File: config.mk
export PLATFORM = sky130hd
export DESIGN_NAME = pwmct_top
export DESIGN_NICKNAME = d
export VERILOG_FILES = /design/src/logic/pwmct_pkg.sv /design/src/logic/pwmct_top.sv
export VERILOG_INCLUDE_DIRS = /design/src /design/src/logic
export SDC_FILE = /design/constraint.sdc
export NUM_CORES = 2
export LEC_CHECK = 0
export BUFFER_PORTS_ARGS = -buffer_cell sky130_fd_sc_hd__buf_2
export CAP_MARGIN = 20
export CORE_AREA = 5 5 249 251
export CTS_BUF_LIST = sky130_fd_sc_hd__clkbuf_4 sky130_fd_sc_hd__clkbuf_8
export CTS_CLUSTER_SIZE = 16
export DETAILED_ROUTE_END_ITERATION = 12
export DIE_AREA = 0 0 254 256
export GPL_TIMING_DRIVEN = 0
export PLACE_DENSITY_LB_ADDON = 0.08
export SYNTH_ARGS = -nofsm -noshare
export SYNTH_HDL_FRONTEND = slang
export SYNTH_SLANG_ARGS = --single-unit
export TNS_END_PERCENT = 20
File: constraint.sdc
create_clock -name aclk -period 5.7 [get_ports aclk]
set_input_delay 0.57 -clock aclk [delete_from_list [all_inputs] [get_ports aclk]]
set_output_delay 0.57 -clock aclk [all_outputs]
set_load 0.005 [all_outputs]
File: src/logic/pwmct_cfg.svh
// Constants for the eight-channel PWM clock and channel timer core.
// Assumes an AXI4-Lite master with 32-bit data; register index times four
// gives the byte address.
`ifndef PWMCT_CFG_SVH
`define PWMCT_CFG_SVH

`define PWMCT_NCH          8
`define PWMCT_IDX_ENABLE   6'h00
`define PWMCT_IDX_POLARITY 6'h01
`define PWMCT_IDX_SCLSEL   6'h02
`define PWMCT_IDX_PRESC    6'h03
`define PWMCT_IDX_CALIGN   6'h04
`define PWMCT_IDX_CTRL     6'h05
`define PWMCT_IDX_ABSEL    6'h06
`define PWMCT_IDX_SCALE_A  6'h08
`define PWMCT_IDX_SCALE_B  6'h09
`define PWMCT_IDX_CNT      6'h0C
`define PWMCT_IDX_PER      6'h14
`define PWMCT_IDX_DTY      6'h1C
`define PWMCT_IDX_LAST     6'h23
`define PWMCT_RST_PER      8'hFF
`define PWMCT_RST_DTY      8'hFF
`define PWMCT_RST_ABSEL    8'hCC
`define PWMCT_RST_SCLSEL   8'h00
`define PWMCT_CTRL_FRZ     2
`define PWMCT_PRESC_A_LSB  0
`define PWMCT_PRESC_B_LSB  4
`define PWMCT_RESP_OKAY    2'h0
`define PWMCT_RESP_SLVERR  2'h2

`endif

File: src/logic/pwmct_pkg.sv
// Types shared by the PWM clock and channel timer core.
// Assumes nothing beyond the constants header.
package pwmct_pkg;
	typedef logic [7:0]  pwmct_byte_t;
	typedef logic [7:0]  pwmct_chan_t;
	typedef logic [7:0]  pwmct_addr_t;
	typedef logic [31:0] pwmct_word_t;
	typedef logic [1:0]  pwmct_resp_t;
endpackage

File: src/logic/pwmct_top.sv
// Eight-channel 8-bit PWM: prescaler, two scalers, channel timers and an
// AXI4-Lite register slave. Assumes one clock; freeze_in is asynchronous.
`include "pwmct_cfg.svh"

module pwmct_top (
	input  wire logic                 aclk,
	input  wire logic                 aresetn,
	input  wire logic                 ce,
	input  wire logic                 freeze_in,
	input  wire pwmct_pkg::pwmct_addr_t awaddr,
	input  wire logic                 awvalid,
	output logic                      awready,
	input  wire pwmct_pkg::pwmct_word_t wdata,
	input  wire logic [3:0]           wstrb,
	input  wire logic                 wvalid,
	output logic                      wready,
	output pwmct_pkg::pwmct_resp_t    bresp,
	output logic                      bvalid,
	input  wire logic                 bready,
	input  wire pwmct_pkg::pwmct_addr_t araddr,
	input  wire logic                 arvalid,
	output logic                      arready,
	output pwmct_pkg::pwmct_word_t    rdata,
	output pwmct_pkg::pwmct_resp_t    rresp,
	output logic                      rvalid,
	input  wire logic                 rready,
	output wire pwmct_pkg::pwmct_chan_t pwm_out
);
	import pwmct_pkg::*;

	// Software-visible control
	pwmct_chan_t en_reg;
	pwmct_chan_t pol_reg;
	pwmct_chan_t scl_sel;
	pwmct_chan_t ab_sel;
	pwmct_chan_t calign;
	pwmct_byte_t ctrl_reg;
	pwmct_byte_t presc_reg;

	// Bus slave state
	logic        aw_full;
	logic        w_full;
	pwmct_addr_t aw_addr_q;
	pwmct_byte_t wdata_q;
	logic        wstrb_q;

	// Freeze synchroniser and prescaler
	logic        frz_s1;
	logic        frz_s2;
	logic [6:0]  pcnt;

	wire         presc_run;
	wire  [1:0]  btick;
	wire  [1:0]  stick;

	pwmct_byte_t cnt_rd   [8];
	pwmct_byte_t per_rd   [8];
	pwmct_byte_t dty_rd   [8];
	pwmct_byte_t scale_rd [2];

	// Write decode
	wire  [5:0]  wr_idx  = aw_addr_q[7:2];
	wire         wr_fire = ce & aw_full & w_full & ~bvalid;
	wire         wr_en   = wr_fire & wstrb_q;

	wire         wr_ok   = (wr_idx <= `PWMCT_IDX_ABSEL) ||
	                       (wr_idx == `PWMCT_IDX_SCALE_A) ||
	                       (wr_idx == `PWMCT_IDX_SCALE_B) ||
	                       ((wr_idx >= `PWMCT_IDX_CNT) &&
	                        (wr_idx <= `PWMCT_IDX_LAST));

	// Read decode
	wire  [5:0]  rd_idx  = araddr[7:2];
	wire  [5:0]  rd_coff = rd_idx - `PWMCT_IDX_CNT;
	wire  [5:0]  rd_poff = rd_idx - `PWMCT_IDX_PER;
	wire  [5:0]  rd_doff = rd_idx - `PWMCT_IDX_DTY;
	// Each range is eight wide, so the low three offset bits pick the channel

	wire         rd_cnt  = (rd_idx >= `PWMCT_IDX_CNT) &&
	                       (rd_idx <  `PWMCT_IDX_PER);
	wire         rd_per  = (rd_idx >= `PWMCT_IDX_PER) &&
	                       (rd_idx <  `PWMCT_IDX_DTY);
	wire         rd_dty  = (rd_idx >= `PWMCT_IDX_DTY) &&
	                       (rd_idx <= `PWMCT_IDX_LAST);

	wire         rd_ok   = (rd_idx <= `PWMCT_IDX_ABSEL) ||
	                       (rd_idx == `PWMCT_IDX_SCALE_A) ||
	                       (rd_idx == `PWMCT_IDX_SCALE_B) ||
	                       rd_cnt || rd_per || rd_dty;

	// Counter reads are plain taps on the count and have no side effect
	wire pwmct_byte_t rd_val =
		(rd_idx == `PWMCT_IDX_ENABLE)   ? en_reg :
		(rd_idx == `PWMCT_IDX_POLARITY) ? pol_reg :
		(rd_idx == `PWMCT_IDX_SCLSEL)   ? scl_sel :
		(rd_idx == `PWMCT_IDX_PRESC)    ? presc_reg :
		(rd_idx == `PWMCT_IDX_CALIGN)   ? calign :
		(rd_idx == `PWMCT_IDX_CTRL)     ? ctrl_reg :
		(rd_idx == `PWMCT_IDX_ABSEL)    ? ab_sel :
		(rd_idx == `PWMCT_IDX_SCALE_A)  ? scale_rd[0] :
		(rd_idx == `PWMCT_IDX_SCALE_B)  ? scale_rd[1] :
		rd_cnt                          ? cnt_rd[rd_coff[2:0]] :
		rd_per                          ? per_rd[rd_poff[2:0]] :
		rd_dty                          ? dty_rd[rd_doff[2:0]] :
		8'h00;

	// AXI4-Lite handshakes; one write and one read in flight at most
	always_ff @(posedge aclk) begin
		if (!aresetn) begin
			awready   <= 1'b0;
			wready    <= 1'b0;
			arready   <= 1'b0;
			bvalid    <= 1'b0;
			rvalid    <= 1'b0;
			bresp     <= `PWMCT_RESP_OKAY;
			rresp     <= `PWMCT_RESP_OKAY;
			rdata     <= 32'h0000_0000;
			aw_full   <= 1'b0;
			w_full    <= 1'b0;
			aw_addr_q <= 8'h00;
			wdata_q   <= 8'h00;
			wstrb_q   <= 1'b0;
		end else if (ce) begin
			// Readies return only after the response is taken: one write at a time
			if (!awready && !aw_full && !bvalid) begin
				awready <= 1'b1;
			end
			if (!wready && !w_full && !bvalid) begin
				wready <= 1'b1;
			end
			if (!arready && !rvalid) begin
				arready <= 1'b1;
			end
			if (awvalid && awready) begin
				awready   <= 1'b0;
				aw_full   <= 1'b1;
				aw_addr_q <= awaddr;
			end
			if (wvalid && wready) begin
				wready  <= 1'b0;
				w_full  <= 1'b1;
				wdata_q <= wdata[7:0];
				wstrb_q <= wstrb[0];
			end
			if (wr_fire) begin
				aw_full <= 1'b0;
				w_full  <= 1'b0;
				bvalid  <= 1'b1;
				bresp   <= wr_ok ? `PWMCT_RESP_OKAY : `PWMCT_RESP_SLVERR;
			end
			if (bvalid && bready) begin
				bvalid <= 1'b0;
			end
			if (arvalid && arready) begin
				arready <= 1'b0;
				rvalid  <= 1'b1;
				rdata   <= {24'h00_0000, rd_val};
				rresp   <= rd_ok ? `PWMCT_RESP_OKAY : `PWMCT_RESP_SLVERR;
			end
			if (rvalid && rready) begin
				rvalid <= 1'b0;
			end
		end
	end

	// Plain control registers
	always_ff @(posedge aclk) begin
		if (!aresetn) begin
			en_reg    <= 8'h00;
			pol_reg   <= 8'h00;
			scl_sel   <= `PWMCT_RST_SCLSEL;
			ab_sel    <= `PWMCT_RST_ABSEL;
			calign    <= 8'h00;
			ctrl_reg  <= 8'h00;
			presc_reg <= 8'h00;
		end else if (wr_en) begin
			case (wr_idx)
				`PWMCT_IDX_ENABLE:   en_reg    <= wdata_q;
				`PWMCT_IDX_POLARITY: pol_reg   <= wdata_q;
				`PWMCT_IDX_SCLSEL:   scl_sel   <= wdata_q;
				`PWMCT_IDX_PRESC:    presc_reg <= wdata_q & 8'h77;
				`PWMCT_IDX_CALIGN:   calign    <= wdata_q;
				`PWMCT_IDX_CTRL:     ctrl_reg  <= wdata_q & 8'h04;
				`PWMCT_IDX_ABSEL:    ab_sel    <= wdata_q;
				default: ;
			endcase
		end
	end

	// Freeze comes from the chip level, so it is synchronised first
	always_ff @(posedge aclk) begin
		if (!aresetn) begin
			frz_s1 <= 1'b0;
			frz_s2 <= 1'b0;
		end else if (ce) begin
			frz_s1 <= freeze_in;
			frz_s2 <= frz_s1;
		end
	end

	// Freeze acts only while software has armed the gate bit
	wire         frz_gate = ctrl_reg[`PWMCT_CTRL_FRZ] & frz_s2;
	// All channels idle: stop the prescaler to save power
	wire         any_en   = |en_reg;

	assign presc_run = ~frz_gate & any_en;

	// One shared count feeds both dividers, so A and B stay in phase
	always_ff @(posedge aclk) begin
		if (!aresetn) begin
			pcnt <= 7'h00;
		end else if (ce && presc_run) begin
			pcnt <= pcnt + 7'h01;
		end
	end

	// Clock A and B ticks, then the scaled SA and SB ticks
	genvar k;
	generate
		for (k = 0; k < 2; k++) begin : g_scl
			wire  [2:0]  psel  = (k == 0) ?
			                     presc_reg[`PWMCT_PRESC_A_LSB +: 3] :
			                     presc_reg[`PWMCT_PRESC_B_LSB +: 3];
			wire  [6:0]  pmask = ~(7'h7F << psel);
			wire         w_scl = wr_en &&
			                     (wr_idx == 6'(`PWMCT_IDX_SCALE_A + k));
			pwmct_byte_t dcnt;
			pwmct_byte_t sval;
			logic        half;
			wire         pulse = btick[k] & (dcnt == 8'h01);

			// A divide by 2^n ticks when the low n prescale bits are ones
			assign btick[k]    = presc_run & ((pcnt & pmask) == pmask);
			assign stick[k]    = pulse & half;
			assign scale_rd[k] = sval;

			always_ff @(posedge aclk) begin
				if (!aresetn) begin
					dcnt <= 8'h00;
					sval <= 8'h00;
					half <= 1'b0;
				end else if (ce) begin
					// The divide-by-two flop is left alone, so SA may slip once
					if (w_scl) begin
						sval <= wdata_q;
						dcnt <= wdata_q;
					end else if (btick[k]) begin
						// A load of zero wraps through 255, so 256 ticks
						dcnt <= pulse ? sval : dcnt - 8'h01;
						if (pulse) begin
							half <= ~half;
						end
					end
				end
			end
		end
	endgenerate

	// Channel timers
	genvar i;
	generate
		for (i = 0; i < `PWMCT_NCH; i++) begin : g_ch
			pwmct_byte_t cnt;
			pwmct_byte_t per_buf;
			pwmct_byte_t per_act;
			pwmct_byte_t dty_buf;
			pwmct_byte_t dty_act;
			logic        dir_dn;
			logic        wave;
			logic        en_sync;
			logic        en_prev;
			logic        zero_pend;
			logic        po;

			wire         en       = en_reg[i];
			wire         tick_src = scl_sel[i] ? stick[ab_sel[i]] :
			                        btick[ab_sel[i]];
			wire         run      = en_sync & tick_src;
			wire         dis_edge = en_prev & ~en;
			wire         w_cnt    = wr_en &&
			                        (wr_idx == 6'(`PWMCT_IDX_CNT + i));
			wire         w_per    = wr_en &&
			                        (wr_idx == 6'(`PWMCT_IDX_PER + i));
			wire         w_dty    = wr_en &&
			                        (wr_idx == 6'(`PWMCT_IDX_DTY + i));
			wire pwmct_byte_t up_n = cnt + 8'h01;
			wire pwmct_byte_t dn_n = cnt - 8'h01;
			wire pwmct_byte_t nxt  = dir_dn ? dn_n : up_n;
			wire         per_hit  = ~dir_dn & (up_n == per_act);
			wire         zero_hit = dir_dn & (dn_n == 8'h00);
			wire         dty_hit  = (nxt == dty_act);
			wire         end_left = ~calign[i] & per_hit;
			wire         end_ctr  = calign[i] & zero_hit;

			assign cnt_rd[i]  = cnt;
			assign per_rd[i]  = per_buf;
			assign dty_rd[i]  = dty_buf;
			assign pwm_out[i] = po;

			always_ff @(posedge aclk) begin
				if (!aresetn) begin
					cnt       <= 8'h00;
					per_buf   <= `PWMCT_RST_PER;
					per_act   <= `PWMCT_RST_PER;
					dty_buf   <= `PWMCT_RST_DTY;
					dty_act   <= `PWMCT_RST_DTY;
					dir_dn    <= 1'b0;
					wave      <= 1'b0;
					en_sync   <= 1'b0;
					en_prev   <= 1'b0;
					zero_pend <= 1'b0;
					po        <= 1'b0;
				end else if (ce) begin
					en_prev <= en;
					// Output pin follows enable at once, level from polarity
					po      <= en & (wave ^ pol_reg[i]);
					// Enable reaches the counter only on a tick, so none is cut short
					if (tick_src) begin
						en_sync <= en;
					end
					if (w_per) begin
						per_buf <= wdata_q;
					end
					if (w_dty) begin
						dty_buf <= wdata_q;
					end
					if (w_cnt) begin
						cnt       <= 8'h00;
						dir_dn    <= 1'b0;
						wave      <= 1'b0;
						per_act   <= per_buf;
						dty_act   <= dty_buf;
						zero_pend <= 1'b0;
					end else if (zero_pend && tick_src) begin
						cnt       <= 8'h00;
						zero_pend <= 1'b0;
					end else if (run) begin
						if (end_left) begin
							cnt     <= 8'h00;
							wave    <= 1'b0;
							per_act <= per_buf;
							dty_act <= dty_buf;
						end else if (end_ctr) begin
							cnt     <= 8'h00;
							dir_dn  <= 1'b0;
							wave    <= wave ^ dty_hit;
							per_act <= per_buf;
							dty_act <= dty_buf;
						end else begin
							cnt  <= nxt;
							wave <= wave ^ dty_hit;
							if (calign[i] && per_hit) begin
								dir_dn <= 1'b1;
							end
						end
					end
					// Disabling hands the buffered values to the active pair
					if (dis_edge) begin
						per_act <= per_buf;
						dty_act <= dty_buf;
					end
					if (w_per && !en) begin
						per_act <= wdata_q;
					end
					if (w_dty && !en) begin
						dty_act <= wdata_q;
					end
					// Period zero while idle clears the count on the next selected tick
					if (w_per && !en && (wdata_q == 8'h00)) begin
						zero_pend <= 1'b1;
					end
				end
			end
		end
	endgenerate

endmodule

Yosys cells after proc, flatten, opt, wreduce, memory -nomap -nowiden
Cells that the tools add are included.
{ "classes": {"add_sub_neg": 22, "mul": 0, "div_mod_pow": 0, "magnitude_cmp": 21, "n_eq_ne": 92, "n_shift": 2, "n_mux": 347, "n_bitwise": 121, "n_reduce_logical": 285} }
{ "ops": {"columns": ["cell", "count"], "rows": [
  ["two-way mux 8 bit", 184],
  ["two-way mux 1 bit", 158],
  ["equality test 8 bit", 16],
  ["AND reduction 2 bit", 62],
  ["equality test 6 x 5 -> 1 bit, second input constant", 16],
  ["logical AND 1 bit", 81],
  ["nonzero test 5 bit", 16],
  ["subtractor 8 x 1 -> 8 bit, second input constant", 10],
  ["binary-select mux 8 bit (select 3 bit)", 3],
  ["logical NOT 8 bit", 9],
  ["AND reduction 4 bit", 18],
  ["nonzero test 3 bit", 24],
  ["AND 1 bit", 68],
  ["adder 8 x 1 -> 8 bit, second input constant", 8],
  ["inequality test 4 x 3 -> 1 bit, second input constant", 16],
  ["nonzero test 4 bit", 16],
  ["equality test 6 x 4 -> 1 bit, second input constant", 8],
  ["AND reduction 5 bit", 8],
  ["equality test 6 x 3 -> 1 bit, second input constant", 6],
  ["nonzero test 2 bit", 17],
  ["inequality test 2 bit, second input constant", 16],
  ["inverter 1 bit", 30],
  ["equality test 6 x 2 -> 1 bit, second input constant", 4],
  ["equality test 6 bit, second input constant", 4],
  ["23 further kinds", 92]
]} }
{ "totals": {"regBits": 494, "latch_bits": 0, "ram_bits": 0, "mem_bits_ro": 0, "in_bits": 61, "out_inout_bits": 49, "wordCells": 1007, "memories": 0} }

Depth between registers and ports, before layout
{ "depth": {"word_depth": 17, "ltp_mapped": 13, "depth_no_buf": 10} }

Least setup slack after synthesis
Ideal clock, no wire load.
{ "synth_timing": {"path_kind": "reg2reg", "from": "register g_ch[5].cnt[0]", "to": "register g_ch[5].per_act[7]", "arrival_ps": 2754, "setup_slack_ps": 2826, "stages_incl_launch_ff": 13, "path_buffers": 2, "synth_period_minus_slack_ps": 2874, "path_cell_list": "dfxtp_1 -> clkbuf_1 -> inv_1 -> ha_1 -> xor2_1 -> nor3_1 -> o211ai_1 -> nor4b_1 -> a2bb2oi_1 -> o21a_1 -> clkbuf_1 -> nand3_1 -> o31a_1"} }
{ "synth_between": {"elab_chain_cells": 10} }
{ "synth_rtl": {"columns": ["element", "line_no", "rtl"], "rows": [
  ["start, declared", "pwmct_top.sv:263", "pwmct_byte_t cnt;"],
  ["start signal, assigned", "pwmct_top.sv:350", "cnt <= nxt;"],
  ["adder 8 x 1 -> 8 bit", "pwmct_top.sv:286", "wire pwmct_byte_t up_n = cnt + 8'h01;"],
  ["equality test 8 bit", "pwmct_top.sv:289", "wire per_hit = ~dir_dn & (up_n == per_act);"],
  ["AND 1 bit", "pwmct_top.sv:289", null],
  ["AND 1 bit", "pwmct_top.sv:292", "wire end_left = ~calign[i] & per_hit;"],
  ["two-way mux 8 bit", "pwmct_top.sv:338", "if (end_left) begin"],
  ["two-way mux 8 bit", "pwmct_top.sv:337", "end else if (run) begin"],
  ["two-way mux 8 bit", "pwmct_top.sv:334", "end else if (zero_pend && tick_src) begin"],
  ["two-way mux 8 bit", "pwmct_top.sv:327", "if (w_cnt) begin"],
  ["two-way mux 8 bit", "pwmct_top.sv:358", "if (dis_edge) begin"],
  ["two-way mux 8 bit", "pwmct_top.sv:362", "if (w_per && !en) begin"],
  ["end signal, assigned", "pwmct_top.sv:331", "per_act <= per_buf;"],
  ["end signal, assigned", "pwmct_top.sv:359", "per_act <= per_buf;"],
  ["end signal, assigned", "pwmct_top.sv:363", "per_act <= wdata_q;"],
  ["end, declared", "pwmct_top.sv:265", "pwmct_byte_t per_act;"]
]} }
Several ways; a longest one is shown, not always the timed one. The select of a mux whose other input is x is not followed.
A chain may end at the register's enable or synchronous reset.

Worst setup path in the final report
{ "layout_timing": {"from": "register en_reg[7]", "to": "register g_ch[7].cnt[4]"} }
{ "layout_between": {"elab_chain_cells": 11} }
{ "layout_rtl": {"columns": ["element", "line_no", "rtl"], "rows": [
  ["start, declared", "pwmct_top.sv:32", "pwmct_chan_t en_reg;"],
  ["start signal, assigned", "pwmct_top.sv:178", "`PWMCT_IDX_ENABLE: en_reg <= wdata_q;"],
  ["OR reduction 8 bit *", "pwmct_top.sv:204", "wire any_en = |en_reg;"],
  ["AND 1 bit *", "pwmct_top.sv:206", "assign presc_run = ~frz_gate & any_en;"],
  ["AND 1 bit", "pwmct_top.sv:233", "assign btick[k] = presc_run & ((pcnt & pmask) == pmask);"],
  ["AND 1 bit", "pwmct_top.sv:230", "wire pulse = btick[k] & (dcnt == 8'h01);"],
  ["AND 1 bit", "pwmct_top.sv:234", "assign stick[k] = pulse & half;"],
  ["two-way mux 1 bit (implied by the code) (2 in series)", "pwmct_top.sv:276", "wire tick_src = scl_sel[i] ? stick[ab_sel[i]] :"],
  ["two-way mux 1 bit *", "pwmct_top.sv:276", null],
  ["AND 1 bit or logical AND 1 bit (tied branches)", "pwmct_top.sv:278, pwmct_top.sv:334", null],
  ["nonzero test 3 bit (no line) or two-way mux 8 bit (tied branches)", null, null],
  ["AND reduction 2 bit (no line) or two-way mux 8 bit (tied branches)", null, null],
  ["end signal, assigned", "pwmct_top.sv:350", null],
  ["end, declared", "pwmct_top.sv:263", null]
]} }
Mark *: on every way between the ends. The rest lies on a longest branch, timed or not. The select of a mux whose other input is x is not followed.

==> impl_metrics.json <==
{
  "status": "complete, no violations",
  "antenna_found_initial": 4,
  "clkLatencyLatePin_ps": 710,
  "utilization": 0.552,
  "viasPerCell": 6.54,
  "io_buffers": 49,
  "cp-startpoint": "en_reg[7]",
  "finalCritPeriodShare": 0.828,
  "cp.arrival_ps": 5330,
  "leakage_nw": 12.4,
  "rows": 90,
  "worstHoldPathType": "in2reg",
  "core_area_um2": 59700,
  "cts-root-buf": "clkbuf_8",
  "hold_start": "rready",
  "drc": 0,
  "min_period_ps": 4720,
  "cts_tree": "built",
  "end_kind": "flip-flop",
  "worst_slew_pin_slew_ps": 1310,
  "finalPower_mw": 7.49,
  "synthesis.area_um2": 29500,
  "relSlewSlack": 0.123,
  "vdd_ir_drop_max_uv": 184,
  "nets": 3872,
  "htreeDepth": 3,
  "cts_buffers": 91,
  "grt_first_pass_wirelength_um": 192000,
  "die_w_um": 254,
  "layoutNonFillerInstCount": 4629,
  "cap_viol_max_count": 0,
  "synth-seq-area-share": 0.333,
  "grt_overflow": 0,
  "r2r_start": "en_reg[7]",
  "hold_buffers": 0,
  "skew_ps": 43.1,
  "fmax_mhz": 212,
  "worstSetupStartpointType": "flip-flop",
  "area_growth_syn_to_layout_pct": 11.9,
  "cts_sinks": 490,
  "dr.pass1.iters": 8,
  "grt_usage": 0.398,
  "finalSetupViolations": 0,
  "ys_warn_count": 0,
  "hold_viol": 0,
  "die_h_um": 256,
  "dpl.hpwl_um": 104000,
  "post_cts_buffers": 0,
  "wire_per_inst_um": 29.4,
  "syn_inst": 3593,
  "rsz0062_at_grt": "no",
  "worstPathRequired_ps": 6310,
  "initial_core_util": 0.494,
  "antenna_left": 0,
  "finalWirelength_um": 136000,
  "die-area_um2": 65000,
  "io_pins": 110,
  "drive_gt1_frac": 0.127,
  "clockBufferDepth": 3,
  "num_vias": 30300,
  "grt_max_degree": 13,
  "first_iter_violations": 4362,
  "yosysUniqueCellTypes": 98,
  "synth_ff_type": "dfxtp_1",
  "cts-resized-gates": 0,
  "power_density_nw_per_um2": 227,
  "post_synth.cell_area_avg_um2": 8.20,
  "crit_fanout": 10,
  "crit_type": "reg2reg",
  "ys_async_sr_fraction": 0,
  "worst_hold_slack_ps": 96.1,
  "synth_seq_cells": 490,
  "grt_pass1_vias": 27400,
  "dp_cells": 4467,
  "tns_ps": 0,
  "synth_edf_count": 0,
  "clk_pin_slew_worst_paths_ps": 60,
  "report.final.slew_viol_count": 0,
  "finalWeightedCongestion": 1.05
}
[critical path, cell delays in order, from the launching register on]
cell and delay, ps:
dfxtp_1 310, clkbuf_1 740, or4_1 300, o21ba_2 200, nand2_1 360, nor2_1 670, a41oi_1 520, nor3_1 800
clkbuf_1 420, nand3_1 130, a31oi_1 180
[Yosys cell counts, types with 21 or more instances]
master / count / share of area
mux4_2: 48 / 0.037
and3_1: 35 / 0.0074
and2_1: 27 / 0.0057
nand3_1: 225 / 0.038
inv_1: 55 / 0.0070
nor4_1: 29 / 0.0062
o211ai_1: 35 / 0.0089
nor2_1: 219 / 0.028
a31oi_1: 32 / 0.0068
mux2_2: 79 / 0.030
nand2_1: 629 / 0.080
nand4_1: 27 / 0.0057
buf_2: 24 / 0.0041
buf_4: 35 / 0.0089
nor2b_1: 23 / 0.0049
mux2i_1: 206 / 0.070
o22ai_1: 21 / 0.0045
xor2_1: 74 / 0.022
o21ai_0: 148 / 0.025
nand2b_1: 26 / 0.0055
or3_1: 26 / 0.0055
o31a_1: 41 / 0.012
a21oi_1: 144 / 0.024
clkbuf_1: 213 / 0.027
nor3_1: 80 / 0.014
xnor2_1: 159 / 0.047
buf_1: 27 / 0.0034
dfxtp_1: 490 / 0.33
a21o_1: 24 / 0.0061
ha_1: 29 / 0.012
[worst paths after layout]
path / to / slack (ps) / depth (start not counted)
worst max-delay path: g_ch[7].cnt[4] / 980 / 10
worst min-delay path: rvalid / 100 / 2
worst max register to register: g_ch[7].cnt[4] / 980 / 10
worst min register to register: rresp[1] / 450 / 2
[placed cells by master (no fill, tap or decap), drive strengths merged, types with 41 or more instances in the layout]
| cell type | Yosys | layout |
|---|---|---|
| mux2 | 79 | 79 |
| o31a | 41 | 41 |
| nand2 | 629 | 629 |
| inv | 55 | 59 |
| mux2i | 206 | 206 |
| o21ai | 154 | 154 |
| dfxtp | 490 | 490 |
| clkbuf | 213 | 353 |
| xor2 | 74 | 74 |
| xnor2 | 159 | 159 |
| a21oi | 144 | 144 |
| nand3 | 225 | 225 |
| nor2 | 222 | 222 |
| buf | 88 | 158 |
| nor3 | 86 | 86 |
| mux4 | 48 | 48 |
[kinds of logic (layout without fill, tap and decap cells)]
kind of cell    Yosys count  after routing  synth area share
xor+xnor                235            235            0.0708
buf+inv                 357            584            0.0515
simple gates           1490           1490             0.243
flops                   490            490             0.333
other cells               1             28          0.000127
fa+ha+maj                29             29            0.0123
compound gates          658            658             0.153
mux                     333            333             0.137
[power by group]
group / internal, mW / switching (mW)
Combinational: 0.110 / 0.322
Sequential: 3.43 / 0.00888
Clock: 2.00 / 1.62
Total: 5.54 / 1.95
[per-stage QoR]
| stage | worst slack, ps | area (um2) |
|---|---|---|
| after floorplan | 2830 | 29600 |
| after global placement | 1070 | 30800 |
| after detailed placement | 1180 | 31000 |
| after CTS | 1270 | 32900 |
| after global routing | 1080 | 33000 |
| final | 982 | 33000 |
[layer usage]
layer,vias to the layer above,GRT usage,share of wire
met5,-,0,0
met1,14500,0.554,0.40
met4,0,0.207,0.067
li1,13100,-,-
met2,2157,0.583,0.42
met3,451,0.0806,0.12
[cell type report]
type,count,area (um2)
antenna,2,5.00
buffer,301,1310
clock buffer,139,1750
clock inverter,17,128
fill,5599,26700
inverter,56,210
multi-input combinational,2771,18300
sequential,490,9810
tap,782,978
timing repair buffer,71,513
(Power assumes the default switching activity.)
